<file path="config.mk">
export PLATFORM = sky130hd
export DESIGN_NAME = lie_sequencer
export DESIGN_NICKNAME = d
export VERILOG_FILES = /design/src/verilog/lie_sequencer.v
export VERILOG_INCLUDE_DIRS = /design/src /design/src/include
export SDC_FILE = /design/constraint.sdc
export NUM_CORES = 1
export LEC_CHECK = 0
export ABC_AREA = 0
export BUFFER_PORTS_ARGS = -buffer_cell sky130_fd_sc_hd__buf_2
export CAP_MARGIN = 0
export CORE_AREA = 4 4 162 164
export CTS_CLUSTER_DIAMETER = 50
export CTS_CLUSTER_SIZE = 25
export DETAILED_ROUTE_END_ITERATION = 8
export DIE_AREA = 0 0 166 168
export GPL_TIMING_DRIVEN = 0
export PLACE_DENSITY = 0.66
export RECOVER_POWER = 25
export SLEW_MARGIN = 20
export SYNTH_ARGS = -nofsm -noshare
export SYNTH_HDL_FRONTEND = slang
export SYNTH_SLANG_ARGS = --single-unit
</file>
<file path="constraint.sdc">
create_clock -name clk -period 9.7 [get_ports clk]
set_input_delay 0.97 -clock clk [delete_from_list [all_inputs] [get_ports clk]]
set_output_delay 0.97 -clock clk [all_outputs]
set_load 0.005 [all_outputs]
</file>
<file path="src/include/lie_defs.vh">
// constants for the load input enable sequencer
`ifndef LIE_DEFS_VH
`define LIE_DEFS_VH
// register byte offsets
`define LIE_OFF_CTRL 8'h00
`define LIE_OFF_COUPLE 8'h04
`define LIE_OFF_INHMODE 8'h08
`define LIE_OFF_FALL0 8'h0c
`define LIE_OFF_FALL1 8'h10
`define LIE_OFF_RISE0 8'h14
`define LIE_OFF_RISE1 8'h18
`define LIE_OFF_CMD 8'h1c
`define LIE_OFF_PON 8'h20
`define LIE_OFF_PAIR 8'h24
`define LIE_OFF_STATUS 8'h28
// control and command word fields
`define LIE_CTRL_WE_POS 8
`define LIE_CMD_CLR_POS 0
`define LIE_CMD_RST_POS 2
`define LIE_CMD_SAV_POS 3
`define LIE_CMD_SLOT_POS 4
// status word fields
`define LIE_ST_EN_POS 0
`define LIE_ST_PROT_POS 2
`define LIE_ST_INH_POS 4
`define LIE_ST_PEND_POS 6
// inhibit mode codes
`define LIE_INH_OFF 2'h0
`define LIE_INH_LIVE 2'h1
`define LIE_INH_LATCH 2'h2
// power-on selector: 0 defaults, 1..10 slot 0..9
`define LIE_PON_DEFAULTS 4'h0
`define LIE_PON_LAST 4'ha
`define LIE_SLOTS 10
// reset values
`define LIE_RST_STATE 2'h0
`define LIE_RST_COUPLE 2'h0
`define LIE_RST_DELAY 20'h00000
// timing: delay in ms, up to 1023 s
`define LIE_DLY_MAX 20'hf9c18
`define LIE_TICK_NS 1000000
`define LIE_CLK_NS 4
`define LIE_TICK_CYC (`LIE_TICK_NS / `LIE_CLK_NS)
`endif

</file>
<file path="src/verilog/lie_sequencer.v">
// two-channel input enable sequencer with apb registers
`timescale 1ns/100ps
`default_nettype none
`include "lie_defs.vh"

// Contract
// - disabled channel drives no load enable
// - state reads 0 off, 1 on; reset off
// - coupled channels switch together, also by pins
// - single coupled set, new selection replaces
// - coupling write forces all inputs off
// - coupling survives instrument reset command
// - commanded off waits channel fall delay
// - fall delay 0 to 1023 s, reset zero
// - protection off skips fall delay
// - every off-to-on waits rise delay
// - rise delay 0 to 1023 s, 1 ms steps
// - latching inhibit holds off until cleared
// - live inhibit follows pin
// - inhibit mode off ignores pin
// - commanded-off channel untouched by inhibit
// - inhibit mode survives instrument reset
// - protection latches off until clear request
// - clear restores prior commanded state
// - power-on selector: defaults or slot; reset defaults
// - ten slots, save overwrites
module lie_sequencer #(
    parameter TICK_CYC = `LIE_TICK_CYC
) (
    // clock and reset
    input wire clk,
    input wire rst,
    // apb slave
    input wire psel,
    input wire penable,
    input wire pwrite,
    input wire [7:0] paddr,
    input wire [31:0] pwdata,
    output reg [31:0] prdata,
    output reg pready,
    output reg pslverr,
    // external pins
    input wire inhibit_pin,
    input wire couple_on_pin,
    input wire couple_off_pin,
    input wire [1:0] prot_trip,
    // load side
    output reg [1:0] input_enable,
    output reg [1:0] paired_parallel_mode
);

    // address decode used by the write strobes and the error answer; the read mux decodes paddr itself
    function hit;
        input [7:0] a;
        input [7:0] off;
        begin
            hit = (a == off);
        end
    endfunction

    function mapped;
        input [7:0] a;
        begin
            mapped = (a[1:0] == 2'h0) && (a <= `LIE_OFF_STATUS);
        end
    endfunction

    // register state
    reg [1:0] cmd_state;
    reg [1:0] couple_set;
    reg [1:0] inh_mode;
    reg [19:0] fall_dly [0:1];
    reg [19:0] rise_dly [0:1];
    reg [3:0] pon_sel;
    reg [1:0] prot_lat;
    reg inh_lat;
    reg [1:0] pend;
    reg [31:0] tick_cnt;
    reg tick;
    // saved slots: commanded state plus valid flag
    reg [1:0] slot_state [0:`LIE_SLOTS-1];
    reg [`LIE_SLOTS-1:0] slot_valid;
    // pin synchronisers
    reg [4:0] sync_a;
    reg [4:0] sync_b;
    reg [4:0] sync_d;

    wire inh_s = sync_b[0];
    wire con_s = sync_b[1];
    wire coff_s = sync_b[2];
    wire [1:0] prot_s = sync_b[4:3];
    wire inh_rise = inh_s & ~sync_d[0];
    wire con_rise = con_s & ~sync_d[1];
    wire coff_rise = coff_s & ~sync_d[2];

    // bus strobes
    wire setup = psel & ~penable;
    wire wr = psel & penable & pwrite & pready;
    wire wr_ctrl = wr & hit(paddr, `LIE_OFF_CTRL);
    wire wr_couple = wr & hit(paddr, `LIE_OFF_COUPLE);
    wire wr_cmd = wr & hit(paddr, `LIE_OFF_CMD);
    wire [1:0] clr_req = wr_cmd ? pwdata[1:0] : 2'h0;
    wire soft_rst = wr_cmd & pwdata[`LIE_CMD_RST_POS];
    wire save_req = wr_cmd & pwdata[`LIE_CMD_SAV_POS];
    wire [3:0] save_slot = pwdata[7:4];
    wire [1:0] wdat = pwdata[1:0];
    wire [1:0] wen = pwdata[`LIE_CTRL_WE_POS+1:`LIE_CTRL_WE_POS];

    // clamp a written delay to the 1023 s ceiling
    function [19:0] clamp;
        input [31:0] v;
        begin
            if (v > {12'h000, `LIE_DLY_MAX}) begin
                clamp = `LIE_DLY_MAX;
            end else begin
                clamp = v[19:0];
            end
        end
    endfunction

    // two-flop synchronisers, then edge history
    always @(posedge clk or posedge rst) begin
        if (rst) begin
            sync_a <= 5'h00;
            sync_b <= 5'h00;
            sync_d <= 5'h00;
        end else begin
            sync_a <= {prot_trip, couple_off_pin, couple_on_pin,
                       inhibit_pin};
            sync_b <= sync_a;
            sync_d <= sync_b;
        end
    end

    // 1 ms tick divider
    always @(posedge clk or posedge rst) begin
        if (rst) begin
            tick_cnt <= 32'h00000000;
            tick <= 1'b0;
        end else if (tick_cnt == TICK_CYC - 1) begin
            tick_cnt <= 32'h00000000;
            tick <= 1'b1;
        end else begin
            tick_cnt <= tick_cnt + 32'h00000001;
            tick <= 1'b0;
        end
    end

    // next commanded state from writes, coupling and pins
    reg [1:0] next_cmd;
    reg coup_hit;
    reg coup_val;
    always @* begin
        next_cmd = cmd_state;
        coup_hit = 1'b0;
        coup_val = 1'b0;
        if (wr_ctrl) begin
            next_cmd = (cmd_state & ~wen) | (wdat & wen);
            // a write to any coupled member drives the whole set
            if (wen[1] & couple_set[1]) begin
                coup_hit = 1'b1;
                coup_val = wdat[1];
            end
            if (wen[0] & couple_set[0]) begin
                coup_hit = 1'b1;
                coup_val = wdat[0];
            end
            if (coup_hit) begin
                next_cmd = coup_val ? (next_cmd | couple_set)
                                    : (next_cmd & ~couple_set);
            end
        end
        if (con_rise) begin
            next_cmd = next_cmd | couple_set;
        end
        if (coff_rise) begin
            next_cmd = next_cmd & ~couple_set;
        end
        if (wr_couple) begin
            next_cmd = 2'h0;
        end
    end

    // recalled state for an instrument reset
    wire [3:0] pon_idx = pon_sel - 4'h1;
    wire pon_slot = (pon_sel != `LIE_PON_DEFAULTS) &&
                    slot_valid[pon_idx];
    wire [1:0] rcl_state = pon_slot ? slot_state[pon_idx] : 2'h0;

    // configuration and commanded state
    always @(posedge clk or posedge rst) begin
        if (rst) begin
            cmd_state <= `LIE_RST_STATE;
            couple_set <= `LIE_RST_COUPLE;
            inh_mode <= `LIE_INH_OFF;
            pon_sel <= `LIE_PON_DEFAULTS;
            paired_parallel_mode <= 2'h0;
        end else if (soft_rst) begin
            // couple, inhibit mode and pon select are kept
            cmd_state <= rcl_state;
            paired_parallel_mode <= 2'h0;
        end else begin
            cmd_state <= next_cmd;
            if (wr_couple) begin
                couple_set <= pwdata[1:0];
            end
            if (wr & hit(paddr, `LIE_OFF_INHMODE)) begin
                if (pwdata[1:0] != 2'h3) begin
                    inh_mode <= pwdata[1:0];
                end
            end
            if (wr & hit(paddr, `LIE_OFF_PON)) begin
                if (pwdata[3:0] <= `LIE_PON_LAST) begin
                    pon_sel <= pwdata[3:0];
                end
            end
            if (wr & hit(paddr, `LIE_OFF_PAIR)) begin
                paired_parallel_mode <= {1'b0, pwdata[0]};
            end
        end
    end

    // saved state slots
    always @(posedge clk or posedge rst) begin
        if (rst) begin
            slot_valid <= {`LIE_SLOTS{1'b0}};
        end else if (save_req && save_slot < `LIE_SLOTS) begin
            slot_valid[save_slot] <= 1'b1;
        end
    end

    always @(posedge clk) begin
        if (save_req && save_slot < `LIE_SLOTS) begin
            slot_state[save_slot] <= cmd_state;
        end
    end

    // delay registers
    always @(posedge clk or posedge rst) begin
        if (rst) begin
            fall_dly[0] <= `LIE_RST_DELAY;
            fall_dly[1] <= `LIE_RST_DELAY;
            rise_dly[0] <= `LIE_RST_DELAY;
            rise_dly[1] <= `LIE_RST_DELAY;
        end else if (soft_rst) begin
            fall_dly[0] <= `LIE_RST_DELAY;
            fall_dly[1] <= `LIE_RST_DELAY;
            rise_dly[0] <= `LIE_RST_DELAY;
            rise_dly[1] <= `LIE_RST_DELAY;
        end else if (wr) begin
            if (hit(paddr, `LIE_OFF_FALL0)) begin
                fall_dly[0] <= clamp(pwdata);
            end
            if (hit(paddr, `LIE_OFF_FALL1)) begin
                fall_dly[1] <= clamp(pwdata);
            end
            if (hit(paddr, `LIE_OFF_RISE0)) begin
                rise_dly[0] <= clamp(pwdata);
            end
            if (hit(paddr, `LIE_OFF_RISE1)) begin
                rise_dly[1] <= clamp(pwdata);
            end
        end
    end

    // protection and inhibit latches; a set beats a clear
    always @(posedge clk or posedge rst) begin
        if (rst) begin
            prot_lat <= 2'h0;
            inh_lat <= 1'b0;
        end else begin
            prot_lat <= (prot_lat & ~clr_req) | prot_s;
            if (inh_mode == `LIE_INH_LATCH && inh_rise) begin
                inh_lat <= 1'b1;
            end else if (|clr_req && !inh_s) begin
                inh_lat <= 1'b0;
            end else if (inh_mode != `LIE_INH_LATCH) begin
                inh_lat <= 1'b0;
            end
        end
    end

    // inhibit gate shared by all channels
    reg inh_block;
    always @* begin
        case (inh_mode)
            `LIE_INH_LIVE: inh_block = inh_s;
            `LIE_INH_LATCH: inh_block = inh_lat | inh_rise;
            default: inh_block = 1'b0;
        endcase
    end

    // per-channel sequencer
    genvar g;
    generate
        for (g = 0; g < 2; g = g + 1) begin : chan
            reg [19:0] cnt;
            reg dir;
            // forced off: protection or inhibit, never delayed
            wire forced = prot_lat[g] | prot_s[g] | inh_block;
            // inhibit only matters when commanded on
            wire want = cmd_state[g] & ~forced;
            always @(posedge clk or posedge rst) begin
                if (rst) begin
                    input_enable[g] <= 1'b0;
                    pend[g] <= 1'b0;
                    dir <= 1'b0;
                    cnt <= 20'h00000;
                end else if (soft_rst) begin
                    input_enable[g] <= 1'b0;
                    pend[g] <= 1'b0;
                    cnt <= 20'h00000;
                end else if (wr_couple) begin
                    // a coupling write cuts at once, no fall delay
                    input_enable[g] <= 1'b0;
                    pend[g] <= 1'b0;
                    cnt <= 20'h00000;
                end else if (input_enable[g] & forced) begin
                    input_enable[g] <= 1'b0;
                    pend[g] <= 1'b0;
                    cnt <= 20'h00000;
                end else if (want == input_enable[g]) begin
                    pend[g] <= 1'b0;
                    cnt <= 20'h00000;
                end else if (!pend[g] || dir != want) begin
                    // start or restart toward the new state
                    pend[g] <= 1'b1;
                    dir <= want;
                    cnt <= want ? rise_dly[g] : fall_dly[g];
                end else if (cnt == 20'h00000) begin
                    input_enable[g] <= dir;
                    pend[g] <= 1'b0;
                end else if (tick) begin
                    cnt <= cnt - 20'h00001;
                end
            end
        end
    endgenerate

    // read mux
    reg [31:0] rdata;
    always @* begin
        rdata = 32'h00000000;
        case (paddr)
            `LIE_OFF_CTRL: rdata[1:0] = cmd_state;
            `LIE_OFF_COUPLE: rdata[1:0] = couple_set;
            `LIE_OFF_INHMODE: rdata[1:0] = inh_mode;
            `LIE_OFF_FALL0: rdata[19:0] = fall_dly[0];
            `LIE_OFF_FALL1: rdata[19:0] = fall_dly[1];
            `LIE_OFF_RISE0: rdata[19:0] = rise_dly[0];
            `LIE_OFF_RISE1: rdata[19:0] = rise_dly[1];
            `LIE_OFF_PON: rdata[3:0] = pon_sel;
            `LIE_OFF_PAIR: rdata[0] = paired_parallel_mode[0];
            `LIE_OFF_STATUS: begin
                rdata[`LIE_ST_EN_POS+1:`LIE_ST_EN_POS] = input_enable;
                rdata[`LIE_ST_PROT_POS+1:`LIE_ST_PROT_POS] = prot_lat;
                rdata[`LIE_ST_INH_POS] = inh_lat;
                rdata[`LIE_ST_INH_POS+1] = inh_s;
                rdata[`LIE_ST_PEND_POS+1:`LIE_ST_PEND_POS] = pend;
            end
            default: rdata = 32'h00000000;
        endcase
    end

    // apb answer: ready one cycle after setup, no waits beyond
    always @(posedge clk or posedge rst) begin
        if (rst) begin
            pready <= 1'b0;
            pslverr <= 1'b0;
            prdata <= 32'h00000000;
        end else if (setup & ~pready) begin
            pready <= 1'b1;
            pslverr <= ~mapped(paddr);
            prdata <= pwrite ? 32'h00000000 : rdata;
        end else begin
            pready <= 1'b0;
            pslverr <= 1'b0;
        end
    end

endmodule
`default_nettype wire

</file>
==> impl_metrics.yaml <==
run_status:
  status: "finished, violations left"
  violations: "capacitance limit, slew limit"
logic_synthesis:
  seq_area_frac_synth: 0.506
  synthFlopType: "dfrtp_1"
  syn_area_sq_um: 12000
  yosysTopAreaCell: "dfrtp_1"
  async_reset_ff_frac: 0.916
  synthMostInstantiatedCell: "dfrtp_1"
  synth_common_cells: "dfrtp_1 (218), nand2_1 (200), o21ai_0 (168), nor2_1 (101), nand3_1 (40)"
  post_synth.cell_area_avg_sq_um: 9.42
  yosysWarningCount: 0
  synth_area_leaders: "dfrtp_1 (46%), o21ai_0 (7.0%), nand2_1 (6.3%), edfxtp_1 (5.0%), nor2_1 (3.2%)"
  synth_edf_count: 20
  synthDistinctLibCells: 77
  netlist_instances: 1270
  synthDominantCellAreaShare: 0.456
  ys_seq_elements: 238
power_and_ir_drop:
  ir_drop_mv: 0.174
  power.leakage_nw: 6.10
  power_density_nw_per_um2: 158
setup_path:
  r2r-end: "chan[0].cnt[10]"
  r2r_cells: 9
  arrival_ns: 3.74
  cp-end-kind: "flip-flop"
  r2r-start: "inh_mode[0]"
  crit_chain: "inv_1 -> ha_1 -> a22oi_1 -> a21oi_1 -> or2_2 -> clkbuf_1 -> buf_1 -> mux2i_1 -> o22ai_1"
  slowest_delay_ns: 0.70
  critPathMaxFanout: 10
  r2r_setup_slack_ns: 6.38
  path_delay_family: "buffers and inverters"
  cp_data_required_time_ns: 10.12
  crit_buf_inv: 3
  crit_path_start_kind: "flip-flop"
  cp_slowest_cell: "a21oi_1"
  path_class: "reg -> reg"
clock_tree:
  cts-root-buf: "clkbuf_16"
  hold_buffers: 0
  ctsResizeCount: 0
  insertion_delay_ns: 0.56
  postCtsSetupRepairBufs: 0
  path_clk_slew_ns: 0.07
  cts_tree: "done"
  htree_levels: 1
  cts_buffers: 28
  cts_max_path_buffers: 3
  clock-sinks: 238
floorplan:
  rows: 58
  die_w_microns: 166
  start_util: 0.480
  die-area_sq_um: 27900
  coreArea_sq_um: 24900
  io-pin-count: 88
  fp.dieH_microns: 168
global_routing:
  track_usage: 0.234
  gr-total-overflow: 0
  grt_pass1_wl_microns: 53400
  grt_max_degree: 99
  antenna_found_initial: 0
  grt_pass1_vias: 9641
sta:
  period_share: 0.342
  hold_violations: 0
  worst_pin_slew_ns: 1.59
  rsz0062_at_grt: "false"
  finalClockSkew_ns: 0.0212
  setup-tns-final_ns: 0
  fin_hold_ws_ns: 0.350
  drv_slew: 33
  period_needed_ns: 3.32
  slew_headroom: -0.0645
  fmax_ghz: 0.301
  setup_viol: 0
placement:
  place_congestion: 0.926
  place_hpwl_microns: 24500
  io_buffers: 70
worst_hold_path:
  hold_end: "sync_b[1]"
  hold_start: "sync_a[1]"
  hp-class: "reg -> reg"
  holdPathStages: 0
routing:
  drc: 0
  viasPerCell: 5.84
  wl_per_cell_microns: 19.3
  drt-pass1-iter-count: 5
  totalWireLength_microns: 33500
  dr_total_vias: 10100
  drt-initial-drc-count: 1091
  ant_nets: 0
job:
  maxCapViolCount: 1
layout:
  diodes: 0
  nets: 1442
  syn_to_final_growth_pct: 15.7
  drive_gt1_frac: 0.152
-- registers in the layout (all words and copies together), names as in the netlist, 10 cells and up --
register / count
fall_dly: 40
slot_state: 20
prdata: 20
chan.cnt: 40
tick_cnt: 32
slot_valid: 10
rise_dly: 40
-- cell families after synthesis --
group	Yosys count	share of synthesized area
buffers and inverters	100	0.0379
xor gates and xnor gates	39	0.0286
AOI/OAI and AO/OA	332	0.167
and+or+nand+nor	503	0.201
DFF	238	0.506
adders and majority gates	9	0.00921
muxes	48	0.0493
other	1	0.000314
-- worst max path at each step --
stage / start / endpoint / slack [ns] / depth (start not counted)
finish: inh_mode[0] / chan[0].cnt[10] / 6.38 / 9
global route: pon_sel[0] / cmd_state[0] / 6.12 / 9
CTS: inh_mode[0] / chan[0].cnt[10] / 6.44 / 9
detailed placement: paddr[7] / rise_dly[28] / 6.17 / 10
global placement: rst / chan[0].cnt[15] / 0.16 / 2
floorplan: rst / chan[0].cnt[0] / 2.77 / 1
-- per-layer routing --
| metal | GRT usage | vias to the layer above | wire (microns) |
|---|---|---|---|
| met5 | 0 | - | 0 |
| met4 | 0.0531 | 0 | 622 |
| met3 | 0.0331 | 46 | 2200 |
| met2 | 0.376 | 367 | 15600 |
| met1 | 0.341 | 4929 | 15100 |
| li1 | - | 4793 | - |
-- layout make-up --
type                       instances  area (sq um)
timing repair buffer              72           405
sequential                       238          6060
inverter                          24          91.3
buffer                            76           363
tap                              330           413
fill                            2214         11100
multi-input combinational        944          5510
clock inverter                    23           280
clock buffer                      29           714
-- power breakdown --
group          internal, mW  leakage [nW]  total (mW)  switching [mW]
sequential             1.01          3.19        1.01         0.00400
combinational        0.0219          2.42      0.0681          0.0462
clock                 0.603         0.490        1.11           0.502
total                  1.63          6.10        2.19           0.553
-- metrics by stage --
step                      power, mW  setup WS [ns]  cell area, sq um  instances   util
after global routing           2.26           6.12             13800       1736  0.556
after detailed placement       1.10           6.17             12800       1684  0.516
after global placement         1.10          0.163             12800       1682  0.513
after CTS                      2.21           6.44             13800       1736  0.556
after floorplan                1.07           2.77             12000       1282      -
final                          2.19           6.38             13800       1736  0.556
-- layout by cell type (no fill, tap or decap), types with 23 or more instances in the layout --
cell type	count
nand2_1	200
nor2_1	101
dfrtp_1	218
nand3_1	40
nor3_1	36
inv_1	23
nor4_1	23
clkbuf_16	28
a22oi_1	35
o21ai_0	168
mux2i_1	26
clkbuf_1	39
buf_2	90
a21oi_1	38
Note: power is estimated with default switching activity, not from simulation.
